[config.mk]
export PLATFORM = sky130hd
export DESIGN_NAME = wsc_wheel_speed_channel_config
export DESIGN_NICKNAME = d
export VERILOG_FILES = /design/src/wsc_pkg.sv /design/src/wsc_channel.sv /design/src/wsc_wheel_speed_channel_config.sv
export SDC_FILE = /design/constraint.sdc
export NUM_CORES = 1
export LEC_CHECK = 0
export BUFFER_PORTS_ARGS = -buffer_cell sky130_fd_sc_hd__buf_2
export CORE_UTILIZATION = 50
export DETAILED_ROUTE_END_ITERATION = 7
export PLACE_DENSITY = 0.69
export RECOVER_POWER = 100
export SKIP_CTS_REPAIR_TIMING = 1
export SLEW_MARGIN = 20
export SYNTH_ARGS = -nofsm -noshare
export SYNTH_HDL_FRONTEND = slang
export SYNTH_SLANG_ARGS = --single-unit
[constraint.sdc]
create_clock -name mclk -period 4.7 [get_ports mclk]
set_input_delay 0.94 -clock mclk [delete_from_list [all_inputs] [get_ports mclk]]
set_output_delay 0.94 -clock mclk [all_outputs]
set_load 0.1 [all_outputs]
[src/wsc_pkg.sv]
// Constants for the wheel-speed channel configuration block.
// Assumes a 100 MHz mclk and the register offsets of the serial register map.
`default_nettype none
package wsc_pkg;

	// ----------------------------------------------------------------
	// Register map
	// ----------------------------------------------------------------
	localparam int ADDR_W = 7;
	localparam int REG_W = 20;
	localparam logic [ADDR_W-1:0] ADDR_CFG01 = 7'h0C;
	localparam logic [ADDR_W-1:0] ADDR_CFG23 = 7'h0D;
	localparam logic [REG_W-1:0] CFG01_RST = 20'h20080;
	localparam logic [REG_W-1:0] CFG23_RST = 20'h00000;

	// ----------------------------------------------------------------
	// Channel field layout
	// ----------------------------------------------------------------
	localparam int NUM_CHAN = 4;
	localparam int FLD_W = 10;
	localparam int KIND_LSB = 0;
	localparam int KIND_W = 2;
	localparam int RANGE_BIT = 2;
	localparam int FIXED_BIT = 3;
	localparam int MUTE_BIT = 4;
	localparam int BYPASS_BIT = 5;
	localparam int TIME_LSB = 6;
	localparam int TIME_W = 4;
	localparam logic [FLD_W-1:0] FIELD_RST_LO = 10'h080;
	localparam logic [FLD_W-1:0] FIELD_RST_HI = 10'h000;

	// Sensor kind codes
	localparam logic [KIND_W-1:0] KIND_STD2 = 2'h0;
	localparam logic [KIND_W-1:0] KIND_VDA3 = 2'h1;
	localparam logic [KIND_W-1:0] KIND_PWM_2EDGE = 2'h2;
	localparam logic [KIND_W-1:0] KIND_PWM_1EDGE = 2'h3;

	// ----------------------------------------------------------------
	// Deglitch timing
	// ----------------------------------------------------------------
	localparam int MCLK_NS = 10;
	localparam int DG_BASE_NS = 8000;
	localparam int DG_STEP_NS = 500;
	localparam int DG_R1_NS = 15000;
	localparam int DG_R2_NS = 30000;
	localparam int DG_R3_NS = 50000;
	localparam int DG_BASE_CYC = (DG_BASE_NS + MCLK_NS - 1) / MCLK_NS;
	localparam int DG_STEP_CYC = (DG_STEP_NS + MCLK_NS - 1) / MCLK_NS;
	localparam int DG_R1_CYC = (DG_R1_NS + MCLK_NS - 1) / MCLK_NS;
	localparam int DG_R2_CYC = (DG_R2_NS + MCLK_NS - 1) / MCLK_NS;
	localparam int DG_R3_CYC = (DG_R3_NS + MCLK_NS - 1) / MCLK_NS;
	localparam int CNT_W = 13;

endpackage : wsc_pkg
`default_nettype wire

[src/wsc_channel.sv]
// One wheel-sensor channel: input synchroniser, deglitch filter and output select.
// Assumes the frame decoder runs on mclk and the sensor comparator level is asynchronous.
`timescale 1ns/100ps
`default_nettype none
module wsc_channel #(
	parameter int CNT_W = 13,
	parameter logic [9:0] FIELD_RST = 10'h000
) (
	// Clock and reset
	input wire logic mclk,
	input wire logic rst_n,
	// Configuration
	input wire logic [9:0] chanField,
	input wire logic [CNT_W-1:0] deglitchCyc,
	input wire logic bypassEff,
	input wire logic muteEff,
	// Sensor and decoder side
	input wire logic sensorRaw,
	input wire logic decodedPulse,
	input wire logic standstill,
	// Outputs
	output logic filteredLevel,
	output logic wheelPulseOut
);

	// ----------------------------------------------------------------
	// Synchroniser and change detect
	// ----------------------------------------------------------------
	logic syncA;
	logic syncB;
	logic [9:0] lastField;
	logic [CNT_W-1:0] cnt;
	wire cfgChange = chanField != lastField;
	wire [CNT_W-1:0] cntInc = cnt + {{(CNT_W-1){1'b0}}, 1'b1};
	wire settled = cntInc >= deglitchCyc;
	wire next_pulse = bypassEff ? filteredLevel : ((muteEff & standstill) ? 1'b0 : decodedPulse);

	always_ff @(posedge mclk or negedge rst_n) begin
		if (!rst_n) begin
			syncA <= 1'b0;
			syncB <= 1'b0;
			lastField <= FIELD_RST;
		end else begin
			syncA <= sensorRaw;
			syncB <= syncA;
			lastField <= chanField;
		end
	end

	// ----------------------------------------------------------------
	// Deglitch filter
	// ----------------------------------------------------------------
	// A new field restarts only this channel's filter count
	always_ff @(posedge mclk or negedge rst_n) begin
		if (!rst_n) begin
			cnt <= '0;
			filteredLevel <= 1'b0;
		end else if (cfgChange) begin
			cnt <= '0;
		end else if (syncB == filteredLevel) begin
			cnt <= '0;
		end else if (settled) begin
			cnt <= '0;
			filteredLevel <= syncB;
		end else begin
			cnt <= cntInc;
		end
	end

	// ----------------------------------------------------------------
	// Output select
	// ----------------------------------------------------------------
	always_ff @(posedge mclk or negedge rst_n) begin
		if (!rst_n) begin
			wheelPulseOut <= 1'b0;
		end else begin
			wheelPulseOut <= next_pulse;
		end
	end

endmodule : wsc_channel
`default_nettype wire

[src/wsc_wheel_speed_channel_config.sv]
// Top of the wheel-speed channel configuration block: two config registers, four channels.
// Assumes a serial-bus decoder presenting register accesses on mclk, and an unlock level
// from the remote sensor control register.
`timescale 1ns/100ps
`default_nettype none
module wsc_wheel_speed_channel_config #(
	parameter int CNT_W = wsc_pkg::CNT_W,
	parameter int DG_BASE_CYC = wsc_pkg::DG_BASE_CYC,
	parameter int DG_STEP_CYC = wsc_pkg::DG_STEP_CYC,
	parameter int DG_R1_CYC = wsc_pkg::DG_R1_CYC,
	parameter int DG_R2_CYC = wsc_pkg::DG_R2_CYC,
	parameter int DG_R3_CYC = wsc_pkg::DG_R3_CYC
) (
	// Clock and reset
	input wire logic mclk,
	input wire logic rst_n,
	// Register access from the serial bus decoder
	input wire logic [wsc_pkg::ADDR_W-1:0] regAddr,
	input wire logic regWrEn,
	input wire logic regRdEn,
	input wire logic [wsc_pkg::REG_W-1:0] regWrData,
	output logic [wsc_pkg::REG_W-1:0] regRdData,
	output logic regWrRefused,
	// Unlock level from the control register
	input wire logic configUnlock,
	// Sensor comparator levels and decoder results
	input wire logic [wsc_pkg::NUM_CHAN-1:0] sensorRaw,
	input wire logic [wsc_pkg::NUM_CHAN-1:0] decodedPulse,
	input wire logic [wsc_pkg::NUM_CHAN-1:0] standstill,
	// Per-channel outputs
	output logic [wsc_pkg::NUM_CHAN-1:0] wheelPulseOut,
	output logic [wsc_pkg::NUM_CHAN-1:0] filteredLevel,
	// Configuration to the decoder and threshold logic
	output logic [wsc_pkg::NUM_CHAN-1:0] fixedTripSel,
	output logic [wsc_pkg::NUM_CHAN-1:0] rawPulseBypassEn,
	output logic [wsc_pkg::NUM_CHAN-1:0] haltOutputMute,
	output logic [wsc_pkg::NUM_CHAN*wsc_pkg::KIND_W-1:0] sensorKindSel
);

	// ----------------------------------------------------------------
	// Elaboration checks
	// ----------------------------------------------------------------
	if (CNT_W < 2 || CNT_W > 30) begin : gBadWidth
		$error("Deglitch counter width out of range");
	end
	if (DG_BASE_CYC < 1) begin : gBadBase
		$error("Base deglitch count must be positive");
	end
	if (DG_STEP_CYC < 0) begin : gBadStep
		$error("Deglitch step count must not be negative");
	end
	if (DG_R1_CYC < 1 || DG_R2_CYC < 1 || DG_R3_CYC < 1) begin : gBadLong
		$error("Long-range deglitch counts must be positive");
	end
	if (DG_BASE_CYC + ((1 << wsc_pkg::TIME_W) - 1) * DG_STEP_CYC >= (1 << CNT_W)) begin : gBadShortFit
		$error("Short-range deglitch counts do not fit the counter width");
	end
	if (DG_R1_CYC >= (1 << CNT_W) || DG_R2_CYC >= (1 << CNT_W) || DG_R3_CYC >= (1 << CNT_W)) begin : gBadLongFit
		$error("Long-range deglitch counts do not fit the counter width");
	end
	if (wsc_pkg::NUM_CHAN * wsc_pkg::FLD_W != 2 * wsc_pkg::REG_W) begin : gBadMap
		$error("The two config registers must hold every channel field");
	end

	// ----------------------------------------------------------------
	// Configuration registers
	// ----------------------------------------------------------------
	logic [wsc_pkg::REG_W-1:0] cfg01;
	logic [wsc_pkg::REG_W-1:0] cfg23;

	wire hitCfg01 = regAddr == wsc_pkg::ADDR_CFG01;
	wire hitCfg23 = regAddr == wsc_pkg::ADDR_CFG23;
	wire hitCfg = hitCfg01 | hitCfg23;
	wire wrCfg01 = regWrEn & configUnlock & hitCfg01;
	wire wrCfg23 = regWrEn & configUnlock & hitCfg23;
	wire wrLocked = regWrEn & ~configUnlock & hitCfg;
	wire [wsc_pkg::REG_W-1:0] rdMux = hitCfg01 ? cfg01 : (hitCfg23 ? cfg23 : '0);

	always_ff @(posedge mclk or negedge rst_n) begin
		if (!rst_n) begin
			cfg01 <= wsc_pkg::CFG01_RST;
		end else if (wrCfg01) begin
			cfg01 <= regWrData;
		end
	end

	always_ff @(posedge mclk or negedge rst_n) begin
		if (!rst_n) begin
			cfg23 <= wsc_pkg::CFG23_RST;
		end else if (wrCfg23) begin
			cfg23 <= regWrData;
		end
	end

	// ----------------------------------------------------------------
	// Read data and refused-write flag
	// ----------------------------------------------------------------
	always_ff @(posedge mclk or negedge rst_n) begin
		if (!rst_n) begin
			regRdData <= '0;
			regWrRefused <= 1'b0;
		end else begin
			if (regRdEn) begin
				regRdData <= rdMux;
			end
			regWrRefused <= wrLocked;
		end
	end

	// ----------------------------------------------------------------
	// Per-channel decode and channel instances
	// ----------------------------------------------------------------
	wire [wsc_pkg::NUM_CHAN*wsc_pkg::FLD_W-1:0] allFields = {cfg23, cfg01};

	for (genvar i = 0; i < wsc_pkg::NUM_CHAN; i++) begin : gChan
		localparam logic [wsc_pkg::FLD_W-1:0] FRST = (i < 2) ? wsc_pkg::FIELD_RST_LO : wsc_pkg::FIELD_RST_HI;
		wire [wsc_pkg::FLD_W-1:0] field = allFields[i*wsc_pkg::FLD_W +: wsc_pkg::FLD_W];
		wire [wsc_pkg::TIME_W-1:0] timeSel = field[wsc_pkg::TIME_LSB +: wsc_pkg::TIME_W];
		wire rangeSel = field[wsc_pkg::RANGE_BIT];
		wire [wsc_pkg::KIND_W-1:0] kind = field[wsc_pkg::KIND_LSB +: wsc_pkg::KIND_W];
		wire isPwm = kind == wsc_pkg::KIND_PWM_2EDGE || kind == wsc_pkg::KIND_PWM_1EDGE;
		wire bypassEff = field[wsc_pkg::BYPASS_BIT] & isPwm;
		wire muteEff = field[wsc_pkg::MUTE_BIT] & ~bypassEff & (kind == wsc_pkg::KIND_PWM_2EDGE);
		wire [CNT_W-1:0] stepCyc = CNT_W'(DG_STEP_CYC * int'(timeSel));
		wire [CNT_W-1:0] shortCyc = CNT_W'(DG_BASE_CYC) + stepCyc;
		// Long range reads only the two low filter bits
		wire [1:0] longSel = timeSel[1:0];
		wire [CNT_W-1:0] longCyc = (longSel == 2'h0) ? CNT_W'(DG_BASE_CYC) :
			(longSel == 2'h1) ? CNT_W'(DG_R1_CYC) :
			(longSel == 2'h2) ? CNT_W'(DG_R2_CYC) : CNT_W'(DG_R3_CYC);
		wire [CNT_W-1:0] deglitchCyc = rangeSel ? longCyc : shortCyc;

		assign fixedTripSel[i] = field[wsc_pkg::FIXED_BIT];
		assign rawPulseBypassEn[i] = field[wsc_pkg::BYPASS_BIT];
		assign haltOutputMute[i] = field[wsc_pkg::MUTE_BIT];
		assign sensorKindSel[i*wsc_pkg::KIND_W +: wsc_pkg::KIND_W] = kind;

		wsc_channel #(
			.CNT_W(CNT_W),
			.FIELD_RST(FRST)
		) uChan (
			.mclk(mclk),
			.rst_n(rst_n),
			.chanField(field),
			.deglitchCyc(deglitchCyc),
			.bypassEff(bypassEff),
			.muteEff(muteEff),
			.sensorRaw(sensorRaw[i]),
			.decodedPulse(decodedPulse[i]),
			.standstill(standstill[i]),
			.filteredLevel(filteredLevel[i]),
			.wheelPulseOut(wheelPulseOut[i])
		);
	end

endmodule : wsc_wheel_speed_channel_config
`default_nettype wire

* After elaboration in Yosys (flattened, before gate mapping)
Index checks and enable logic that the tools add are counted.
** Word-level totals
- Flip-flop bits (word level) :: 169
- Bits of input ports :: 44
- Word-level logic and storage cells :: 155
** Operators by class
- $add $sub $neg :: 8
- $mul :: 4
- $lt $le $gt $ge :: 4
- Equality and inequality tests :: 26
- Muxes and demuxes :: 38
- Bitwise gates (word level) :: 35
- Reductions and logical operators :: 12
** Operators by type and width (count)
- 13-bit 2-to-1 mux :: 28
- 13-bit by 1-bit adder with 13-bit output, second input constant :: 4
- 13-bit >= comparator :: 4
- 10-bit by 10-bit adder with 11-bit output, first input constant :: 4
- 20-bit 2-to-1 mux :: 2
- 10-bit inequality test :: 4
- 5-bit by 4-bit multiplier with 9-bit output, first input constant :: 4
- 2-bit == test, second input constant :: 12
- 1-bit AND :: 21
- 7-bit by 4-bit == test with 1-bit output, second input constant :: 2
- 1-bit NOT :: 13
- 3-bit AND reduction :: 4
- 2-bit by 1-bit == test with 1-bit output, second input constant :: 4
- 2-bit zero test :: 4
- 1-bit 2-to-1 mux :: 8
- 1-bit == test :: 4
- 1-bit logical OR :: 4
- 1-bit OR :: 1

* Logic depth before layout (Yosys ltp)
Gate-level depths: netlist of the first run.
- Depth after elaboration :: 9
- Mapped depth :: 18

* Cells and area by module
Synthesis of the first run repeated with hierarchy kept, for this count alone.
** Unflattened totals
- Cells, all modules :: 1009
- Area total of the unflattened synthesis :: 10582.6 sq um
** By module, submodules not included
- wsc_wheel_speed_channel_config :: times used 1, cells an instance 458, area each 4754.6 sq um
- wsc_channel (gChan[0].uChan ...) :: times used 2, cells an instance 138, area each 1452.6 sq um
- wsc_channel (gChan[2].uChan) :: times used 1, cells an instance 137, area each 1471.4 sq um
- wsc_channel (gChan[3].uChan) :: times used 1, cells an instance 138, area each 1451.4 sq um

* Least setup slack after synthesis of the first run
OpenSTA, ideal clock, no wires.
- Path kind :: register to register
- From :: register cfg01[17] (netlist bit)
- To :: register gChan[1].uChan.cnt[11]
- Arrival :: 3859 ps
- Required time :: 4631 ps
- Slack :: 772 ps
- Stages on the path, launching flop included :: 19
- Path through :: dfstp_2 inv_1 ha_1 ha_1 inv_1 fa_1 inv_1 ha_1 inv_1 o211ai_1 xnor2_1 o21ai_0 ha_1 a211oi_2 nor2_1 or3_1 or4b_4 buf_6 nor2b_2
** On the way
- Word-level cells in the longest chain between the ends :: 9
- Elaborated cells on any way between the ends :: 14
** Ends and longest elaborated chain
- start, declared :: RTL line wsc_wheel_speed_channel_config.sv:68 : logic [wsc_pkg::REG_W-1:0] cfg01;
- start signal, assigned :: RTL line wsc_wheel_speed_channel_config.sv:81 : cfg01 <= wsc_pkg::CFG01_RST;
- start signal, assigned :: RTL line wsc_wheel_speed_channel_config.sv:83 : cfg01 <= regWrData;
- parallel branches: the longest is 8 deep, another holds 13-bit >= comparator
- 13-bit 2-to-1 mux (*) :: RTL line wsc_channel.sv:58 : end else if (cfgChange) begin
- end signal, assigned :: RTL line wsc_channel.sv:66 : cnt <= cntInc;
- end, declared :: RTL line wsc_channel.sv:32 : logic [CNT_W-1:0] cnt;
Every way passes the cells marked *.
A chain may end at the register's enable or synchronous reset.

* Worst setup path in the final report of the first run
- From :: register cfg01[17] (netlist bit)
- To :: register gChan[1].uChan.cnt[8]
The elaborated chain is that of the path after synthesis.

==> results of run 1 <==
layout by cell type (no fill, tap or decap), types with 15 or more instances in the layout:
cell / count
sky130_fd_sc_hd__dfrtp_1: 165
sky130_fd_sc_hd__ha_1: 108
sky130_fd_sc_hd__nand2_1: 89
sky130_fd_sc_hd__inv_1: 74
sky130_fd_sc_hd__clkbuf_1: 55
sky130_fd_sc_hd__xnor2_1: 54
sky130_fd_sc_hd__xor2_1: 54
sky130_fd_sc_hd__mux2_2: 49
sky130_fd_sc_hd__o21ai_0: 48
sky130_fd_sc_hd__buf_2: 41
sky130_fd_sc_hd__nor2_1: 36
sky130_fd_sc_hd__nor2b_1: 30
sky130_fd_sc_hd__nand3_1: 28
sky130_fd_sc_hd__a21oi_1: 24
sky130_fd_sc_hd__o22ai_1: 20
sky130_fd_sc_hd__clkbuf_16: 17
sky130_fd_sc_hd__nand4_1: 15
sky130_fd_sc_hd__nor2b_2: 15
power groups by stage:
| stage | Clock [µW] | Sequential (µW) | Combinational [µW] |
|---|---|---|---|
| after floorplan | 0 | 1600 | 647 |
| after global placement | 0 | 1620 | 796 |
| after detailed placement | 0 | 1620 | 815 |
| after CTS | 1480 | 1600 | 826 |
| after global routing | 1530 | 1610 | 924 |
| final | 1450 | 1600 | 808 |
synthesized netlist by cell type (all sizes together) (2+ instances only):
cell     count  area, µm²
nand2b       6       37.5
mux2        51        574
xnor2       54        473
inv         74        278
dfstp        4        105
nor3         8       40.0
clkbuf      12       45.0
o21ai       48        240
xor2        54        473
o41ai        4       35.0
nand4       15       93.8
ha         108       1350
a2111oi      2       17.5
a21boi       2       15.0
a211o        2       17.5
nand2       89        334
a21oi       24        120
o22ai       20        125
a21o         2       15.0
o21bai       2       15.0
mux2i        8       80.1
nor2b       45        322
and4         6       52.6
fa           4       80.1
a211oi       4       35.0
dfrtp      165       4130
nand4bb      2       22.5
or3          5       31.3
nand3       28        140
and3         8       50.1
a31oi        4       25.0
nor4         9       92.6
o21a         4       30.0
a32o         4       40.0
buf         41        292
nor2        39        156
worst paths after layout:
kind                       slack [ps]                     to  cells after the start                  from
max                               350  gChan[1].uChan.cnt[8]                     14             cfg01[17]
max reg2reg                       350  gChan[1].uChan.cnt[8]                     14             cfg01[17]
min reg2reg                       350   gChan[2].uChan.syncB                      0  gChan[2].uChan.syncA
min                               350   gChan[2].uChan.syncB                      0  gChan[2].uChan.syncA
min in group asynchronous        1640  gChan[1].uChan.cnt[9]                      1                 rst_n
max in group asynchronous         830               cfg01[5]                      2                 rst_n
metrics by stage:
stage | hold slack [ps] | setup WS, ps | area (µm²) | utilization | total power (µW)
3_5_place_dp | 336 | 498 | 10600 | 0.540 | 2440
6_report | 350 | 352 | 11100 | 0.565 | 3850
2_1_floorplan | 331 | 772 | 10100 | - | 2250
5_1_grt | 371 | 71.1 | 11100 | 0.565 | 4060
4_1_cts | 355 | 373 | 11200 | 0.571 | 3900
3_3_place_gp | 331 | 614 | 10600 | 0.540 | 2420
registers in the layout (all words and copies together) (netlist names):
signal / count
cfg01: 20
regWrRefused: 1
regRdData: 20
cfg23: 20
gChan.uChan.lastField: 40
gChan.uChan.cnt: 52
gChan.uChan.filteredLevel: 4
gChan.uChan.syncB: 4
gChan.uChan.wheelPulseOut: 4
gChan.uChan.syncA: 4
per-layer routing:
metal / GRT usage / share of wire / vias up
li1: - / - / 3410
met1: 0.272 / 0.47 / 3289
met2: 0.340 / 0.49 / 79
met3: 0.0423 / 0.033 / 15
met4: 0.0554 / 0.010 / 0
met5: 0 / 0 / -
layout make-up:
cell class | instances | area [µm²]
clock inverter | 12 | 158
inverter | 74 | 278
timing repair buffer | 98 | 425
fill | 1763 | 8530
sequential | 169 | 4230
multi-input combinational | 670 | 5180
clock buffer | 20 | 457
tap | 265 | 332
cell families (layout without fill, tap and decap cells):
group,count (synthesis),in the layout
adder cells (fa/ha/maj),112,112
buffers and inverters,127,204
flip-flops,169,169
multiplexers,59,59
AO/OA/AOI/OAI,126,126
AND/OR/NAND/NOR,265,265
XOR/XNOR,108,108
==> impl_metrics.sql, run 1 <==
INSERT INTO impl_metrics (metric_group, metric, value, unit) VALUES
('worst_setup_path', 'slowest_delay', '650', 'ps'),
('layout', 'drive_above_1_share', '0.144', ''),
('clock_network', 'clock_sinks', '169', ''),
('flow_run', 'drv.max_cap_violation_count', '3', ''),
('place', 'placed_cells_incl_taps', '1276', ''),
('power_and_ir_drop', 'pwr_density_cell', '348', 'mW/mm²'),
('logic_synthesis', 'synthSimpleGateAreaFrac', '0.141', ''),
('logic_synthesis', 'syn_area_per_cell', '10.4', 'µm²'),
('worst_setup_path', 'crit_path_max_fanout', '13', ''),
('worst_setup_path', 'sort_of_element_at_the_end_of_the_critical_path', 'register', ''),
('logic_synthesis', 'synth_cell_type_count', '53', ''),
('logic_synthesis', 'netlist_instances', '966', ''),
('power_and_ir_drop', 'internal-power', '2660', 'µW'),
('global_routing', 'grt.overflow.total', '0', ''),
('worst_setup_path', 'critical_path_required', '5050', 'ps'),
('layout', 'final_net_count', '1186', ''),
('clock_network', 'cts_made_buffers', '17', ''),
('power_and_ir_drop', 'p_leak', '0.00532', 'µW'),
('worst_setup_path', 'cp_num_buf_inv', '2', ''),
('floorplanning', 'fp.dieW', '144', 'µm'),
('hold_path', 'holdCritPathClass', 'reg -> reg', ''),
('layout', 'fin_cells', '1308', ''),
('drt', 'detail_route.wl_per_cell', '15.3', 'µm'),
('logic_synthesis', 'yosys_register_bits', '169', ''),
('logic_synthesis', 'synth_adder_area_share', '0.142', ''),
('global_routing', 'pin_count_of_the_biggest_net_entering_global_routing', '65', ''),
('floorplanning', 'die-height', '144', 'µm'),
('power_and_ir_drop', 'power.share.switching', '0.310', ''),
('sta', 'maxSlewViolCount', '109', ''),
('sta', 'setup_violations', '0', ''),
('logic_synthesis', 'synth.cell_area', '0.0101', 'mm²'),
('floorplanning', 'boundaryPins', '93', ''),
('logic_synthesis', 'ys.warnings.count', '0', ''),
('worst_setup_path', 'critPathArrivalTime', '4700', 'ps'),
('logic_synthesis', 'async_flop_share', '1.00', ''),
('sta', 'period_minus_slack', '4350', 'ps'),
('power_and_ir_drop', 'clock_power_share', '0.376', ''),
('sta', 'min_period_over_period', '0.925', ''),
('sta', 'final.setup.tns', '0', 'ps'),
('global_routing', 'globalRouteTotalUtil', '0.205', ''),
('floorplanning', 'core_region_area', '0.0196', 'mm²'),
('clock_network', 'cts_max_level', '4', ''),
('sta', 'rsz0062_at_grt', 'false', ''),
('clock_network', 'cts.path.max_buffers', '2', ''),
('worst_setup_path', 'startpoint_class_of_the_critical_path', 'register', ''),
('floorplanning', 'floorplan.initialDensity', '0.514', ''),
('logic_synthesis', 'synth_compound_gate_area_share', '0.0761', ''),
('run_status', 'violations_in_the_final_reports', 'capacitance limit, slew limit', ''),
('global_routing', 'grt_pass1_wl', '32900', 'µm'),
('global_routing', 'first_global_vias', '6684', ''),
('logic_synthesis', 'yosys.area_share.xor_xnor', '0.0940', ''),
('logic_synthesis', 'synth_enable_flop_cells', '0', ''),
('clock_network', 'worst_setup_hold_path_clk_slew', '70', 'ps'),
('sta', 'actual_transition_at_the_worst_max_transition_pin', '3360', 'ps'),
('sta', 'slew-limit-headroom', '-1.24', ''),
('power_and_ir_drop', 'share_seq_of_total_power', '0.414', ''),
('run_status', 'status', 'finished, violations left', ''),
('power_and_ir_drop', 'vdd_drop_max', '0.000261', 'V'),
('drt', 'totalWireLength', '20000', 'µm'),
('logic_synthesis', 'main_combinational_cell_family_by_area_after_synthesis', 'adder cells', ''),
('drt', 'detailedRoute.firstIterationViolations', '230', ''),
('clock_network', 'cts_tree', 'built', ''),
('layout', 'diodes', '0', ''),
('power_and_ir_drop', 'total_switching_power', '1190', 'µW'),
('logic_synthesis', 'synth.net_count', '1122', ''),
('drt', 'detail-route-antenna-nets', '0', ''),
('place', 'buffer_ports.inserted', '92', ''),
('worst_setup_path', 'criticalPathCategory', 'reg -> reg', ''),
('logic_synthesis', 'dominant_synthesized_flop_cell', 'sky130_fd_sc_hd__dfrtp_1', ''),
('drt', 'routed_via_density', '5.19', ''),
('floorplanning', 'placement_rows', '51', '');
No activity file was read; power rests on OpenSTA's default activity.
==> inputs of run 2 (changes only) <==
--- a/config.mk
+++ b/config.mk
@@ -6,6 +6,7 @@
 export NUM_CORES = 1
 export LEC_CHECK = 0
 export BUFFER_PORTS_ARGS = -buffer_cell sky130_fd_sc_hd__buf_2
+export CORE_ASPECT_RATIO = 1.25
 export CORE_UTILIZATION = 50
 export DETAILED_ROUTE_END_ITERATION = 7
 export PLACE_DENSITY = 0.69
==> run 2 against run 1 <==
- the flow still finishes with violations (capacitance limit, slew limit)
- critical path depth increased by 3
- register-to-register slack improved by 50 ps
- via count increased by 0.12%
- maximum frequency grew 1.3%
- core utilization is 0.20 points lower
- final area fell by 0.24%
- first-iteration DRC count rose by 19%
- largest cell class unchanged
- sequential cell count unchanged
- cell count barely moved
- sequential power barely moved
==> impl_metrics.sql, run 2 (synthesis results as in run 1) <==
INSERT INTO impl_metrics (metric_group, metric, value, unit) VALUES
('floorplanning', 'fp.dieArea', '0.0207', 'mm²'),
('worst_setup_path', 'crit_path_max_fanout', '13', ''),
('sta', 'max_freq', '233', 'MHz'),
('power_and_ir_drop', 'p_leak', '0.00529', 'µW'),
('floorplanning', 'boundaryPins', '93', ''),
('sta', 'slew-limit-headroom', '-1.16', ''),
('place', 'placedInstanceArea', '0.0106', 'mm²'),
('clock_network', 'cts_made_buffers', '17', ''),
('power_and_ir_drop', 'pwr_density_cell', '338', 'mW/mm²'),
('sta', 'maxSlewViolCount', '96', ''),
('worst_setup_path', 'critPathArrivalTime', '4650', 'ps'),
('layout', 'reg_with_most_ffs', 'gChan.uChan.cnt', ''),
('floorplanning', 'placement_rows', '57', ''),
('power_and_ir_drop', 'finalPower', '3730', 'µW'),
('layout', 'final_cell_mix', 'sky130_fd_sc_hd__dfrtp_1, sky130_fd_sc_hd__ha_1, sky130_fd_sc_hd__nand2_1', ''),
('drt', 'detailedRoute.firstIterationViolations', '273', ''),
('clock_network', 'clock_sinks', '169', ''),
('floorplanning', 'fp.dieW', '129', 'µm'),
('floorplanning', 'floorplan.initialDensity', '0.513', ''),
('global_routing', 'globalRouteTotalUtil', '0.210', ''),
('run_status', 'status', 'finished, violations left', ''),
('clock_network', 'cts_max_level', '4', ''),
('drt', 'drt_pass1_iterations', '4', ''),
('worst_setup_path', 'sort_of_element_at_the_end_of_the_critical_path', 'register', ''),
('layout', 'fin_area', '0.0110', 'mm²'),
('sta', 'setup_violations', '0', ''),
('drt', 'totalWireLength', '20300', 'µm'),
('drt', 'detail_route.wl_per_cell', '15.5', 'µm'),
('floorplanning', 'die-height', '161', 'µm'),
('flow_run', 'drv.max_cap_violation_count', '2', ''),
('sta', 'actual_transition_at_the_worst_max_transition_pin', '3240', 'ps'),
('worst_setup_path', 'critical_path_required', '5050', 'ps'),
('sta', 'rsz0062_at_grt', 'false', ''),
('sta', 'min_period_over_period', '0.914', ''),
('global_routing', 'grt.overflow.total', '0', ''),
('layout', 'fin_cells', '1309', ''),
('drt', 'drc', '0', ''),
('place', 'gpl.final_weighted_congestion', '0.824', ''),
('layout', 'largest_reg_flops', '52', ''),
('layout', 'final_net_count', '1187', ''),
('drt', 'count_of_vias_placed_by_the_detailed_router', '6801', ''),
('drt', 'detail-route-antenna-nets', '0', ''),
('clock_network', 'worst_setup_hold_path_clk_slew', '70', 'ps'),
('global_routing', 'grt_pass1_wl', '33900', 'µm'),
('power_and_ir_drop', 'vdd_drop_max', '0.000250', 'V'),
('clock_network', 'clock_latency', '430', 'ps'),
('clock_network', 'clk_root_buffer_cell', 'sky130_fd_sc_hd__clkbuf_16', ''),
('layout', 'final_common_cell', 'sky130_fd_sc_hd__dfrtp_1', ''),
('worst_setup_path', 'startpoint_class_of_the_critical_path', 'register', ''),
('sta', 'period_minus_slack', '4290', 'ps'),
('clock_network', 'cts.path.max_buffers', '2', ''),
('global_routing', 'grt_antenna_before_repair', '0', ''),
('drt', 'routed_via_density', '5.20', ''),
('global_routing', 'first_global_vias', '6990', ''),
('layout', 'drive_above_1_share', '0.145', ''),
('sta', 'clock-skew-final', '11.7', 'ps'),
('floorplanning', 'core_region_area', '0.0196', 'mm²'),
('layout', 'reg.largest.list', 'gChan.uChan.cnt x52, gChan.uChan.lastField x40', ''),
('place', 'buffer_ports.inserted', '92', ''),
('layout', 'diodes', '0', ''),
('run_status', 'violations_in_the_final_reports', 'capacitance limit, slew limit', ''),
('place', 'placed_cells_incl_taps', '1277', ''),
('global_routing', 'pin_count_of_the_biggest_net_entering_global_routing', '71', ''),
('clock_network', 'cts_tree', 'built', ''),
('hold_path', 'holdCritPathClass', 'reg -> reg', ''),
('worst_setup_path', 'criticalPathCategory', 'reg -> reg', ''),
('layout', 'synthToLayoutAreaGrowth', '9.64', '%'),
('sta', 'final.setup.tns', '0', 'ps'),
('sta', 'hold_viol_final', '0', ''),
('place', 'hpwl_after_detailed_placement', '15200', 'µm');
## run 2: cell count changes in the layout (fill, tap and decap cells not counted), sizes merged
cell / before / now
clkinvlp: 2 / 3
bufinv: 2 / 0
clkbuf: 77 / 73
buf: 41 / 44
clkinv: 4 / 3
clkdlybuf4s25: 0 / 1
inv: 78 / 81
## run 2: path summary, 6_finish.rpt
kind                                       from                      to  slack (ps)  depth (start not counted)
setup / recovery                      cfg01[17]  gChan[1].uChan.cnt[12]         410                         17
hold / removal             gChan[2].uChan.syncA    gChan[2].uChan.syncB         350                          0
setup reg to reg                      cfg01[17]  gChan[1].uChan.cnt[12]         410                         17
hold reg to reg            gChan[2].uChan.syncA    gChan[2].uChan.syncB         350                          0
max in group asynchronous                 rst_n                cfg01[9]        1070                          1
min in group asynchronous                 rst_n           regRdData[11]        1790                          1
## run 2: where the power goes
group	switching (µW)	leakage [µW]	internal, µW
logic	495	0.00282	315
clock network	632	0.000261	694
registers	80.1	0.00221	1510
total	1210	0.00529	2520
## run 2: metrics by stage
stage	util	worst slack, ps	hold slack, ps
6_report	0.563	406	349
5_1_grt	0.563	130	361
4_1_cts	0.568	515	353
3_5_place_dp	0.540	528	339
3_3_place_gp	0.540	618	334
2_1_floorplan	-	772	331
## run 2: layer usage
| metal | up-vias | global-route usage | part of all wire |
|---|---|---|---|
| met2 | 77 | 0.381 | 0.53 |
| met3 | 22 | 0.0293 | 0.019 |
| met1 | 3306 | 0.254 | 0.44 |
| met5 | - | 0 | 0 |
| met4 | 0 | 0.0690 | 0.017 |
| li1 | 3396 | - | - |
## run 2: layout make-up
type / instances / area [µm²]
fill: 1737 / 8570
multi-input combinational: 670 / 5200
sequential: 169 / 4230
timing repair buffer: 99 / 450
clock buffer: 19 / 433
tap: 265 / 332
inverter: 74 / 278
clock inverter: 13 / 114
## run 2: critical path, stage by stage, from the launching register on
cell                       delay (ps)
sky130_fd_sc_hd__dfstp_1          660
sky130_fd_sc_hd__inv_1            150
sky130_fd_sc_hd__ha_1             320
sky130_fd_sc_hd__ha_1             220
sky130_fd_sc_hd__inv_1             70
sky130_fd_sc_hd__fa_1             430
sky130_fd_sc_hd__inv_1             70
sky130_fd_sc_hd__ha_1             170
sky130_fd_sc_hd__inv_1             40
sky130_fd_sc_hd__o211ai_1         200
sky130_fd_sc_hd__xnor2_1          140
sky130_fd_sc_hd__o21ai_0          110
sky130_fd_sc_hd__ha_1             320
sky130_fd_sc_hd__nand4_1          120
sky130_fd_sc_hd__nor4_1            80
sky130_fd_sc_hd__or3_1            330
sky130_fd_sc_hd__or4b_4           650
sky130_fd_sc_hd__nor2b_1          150
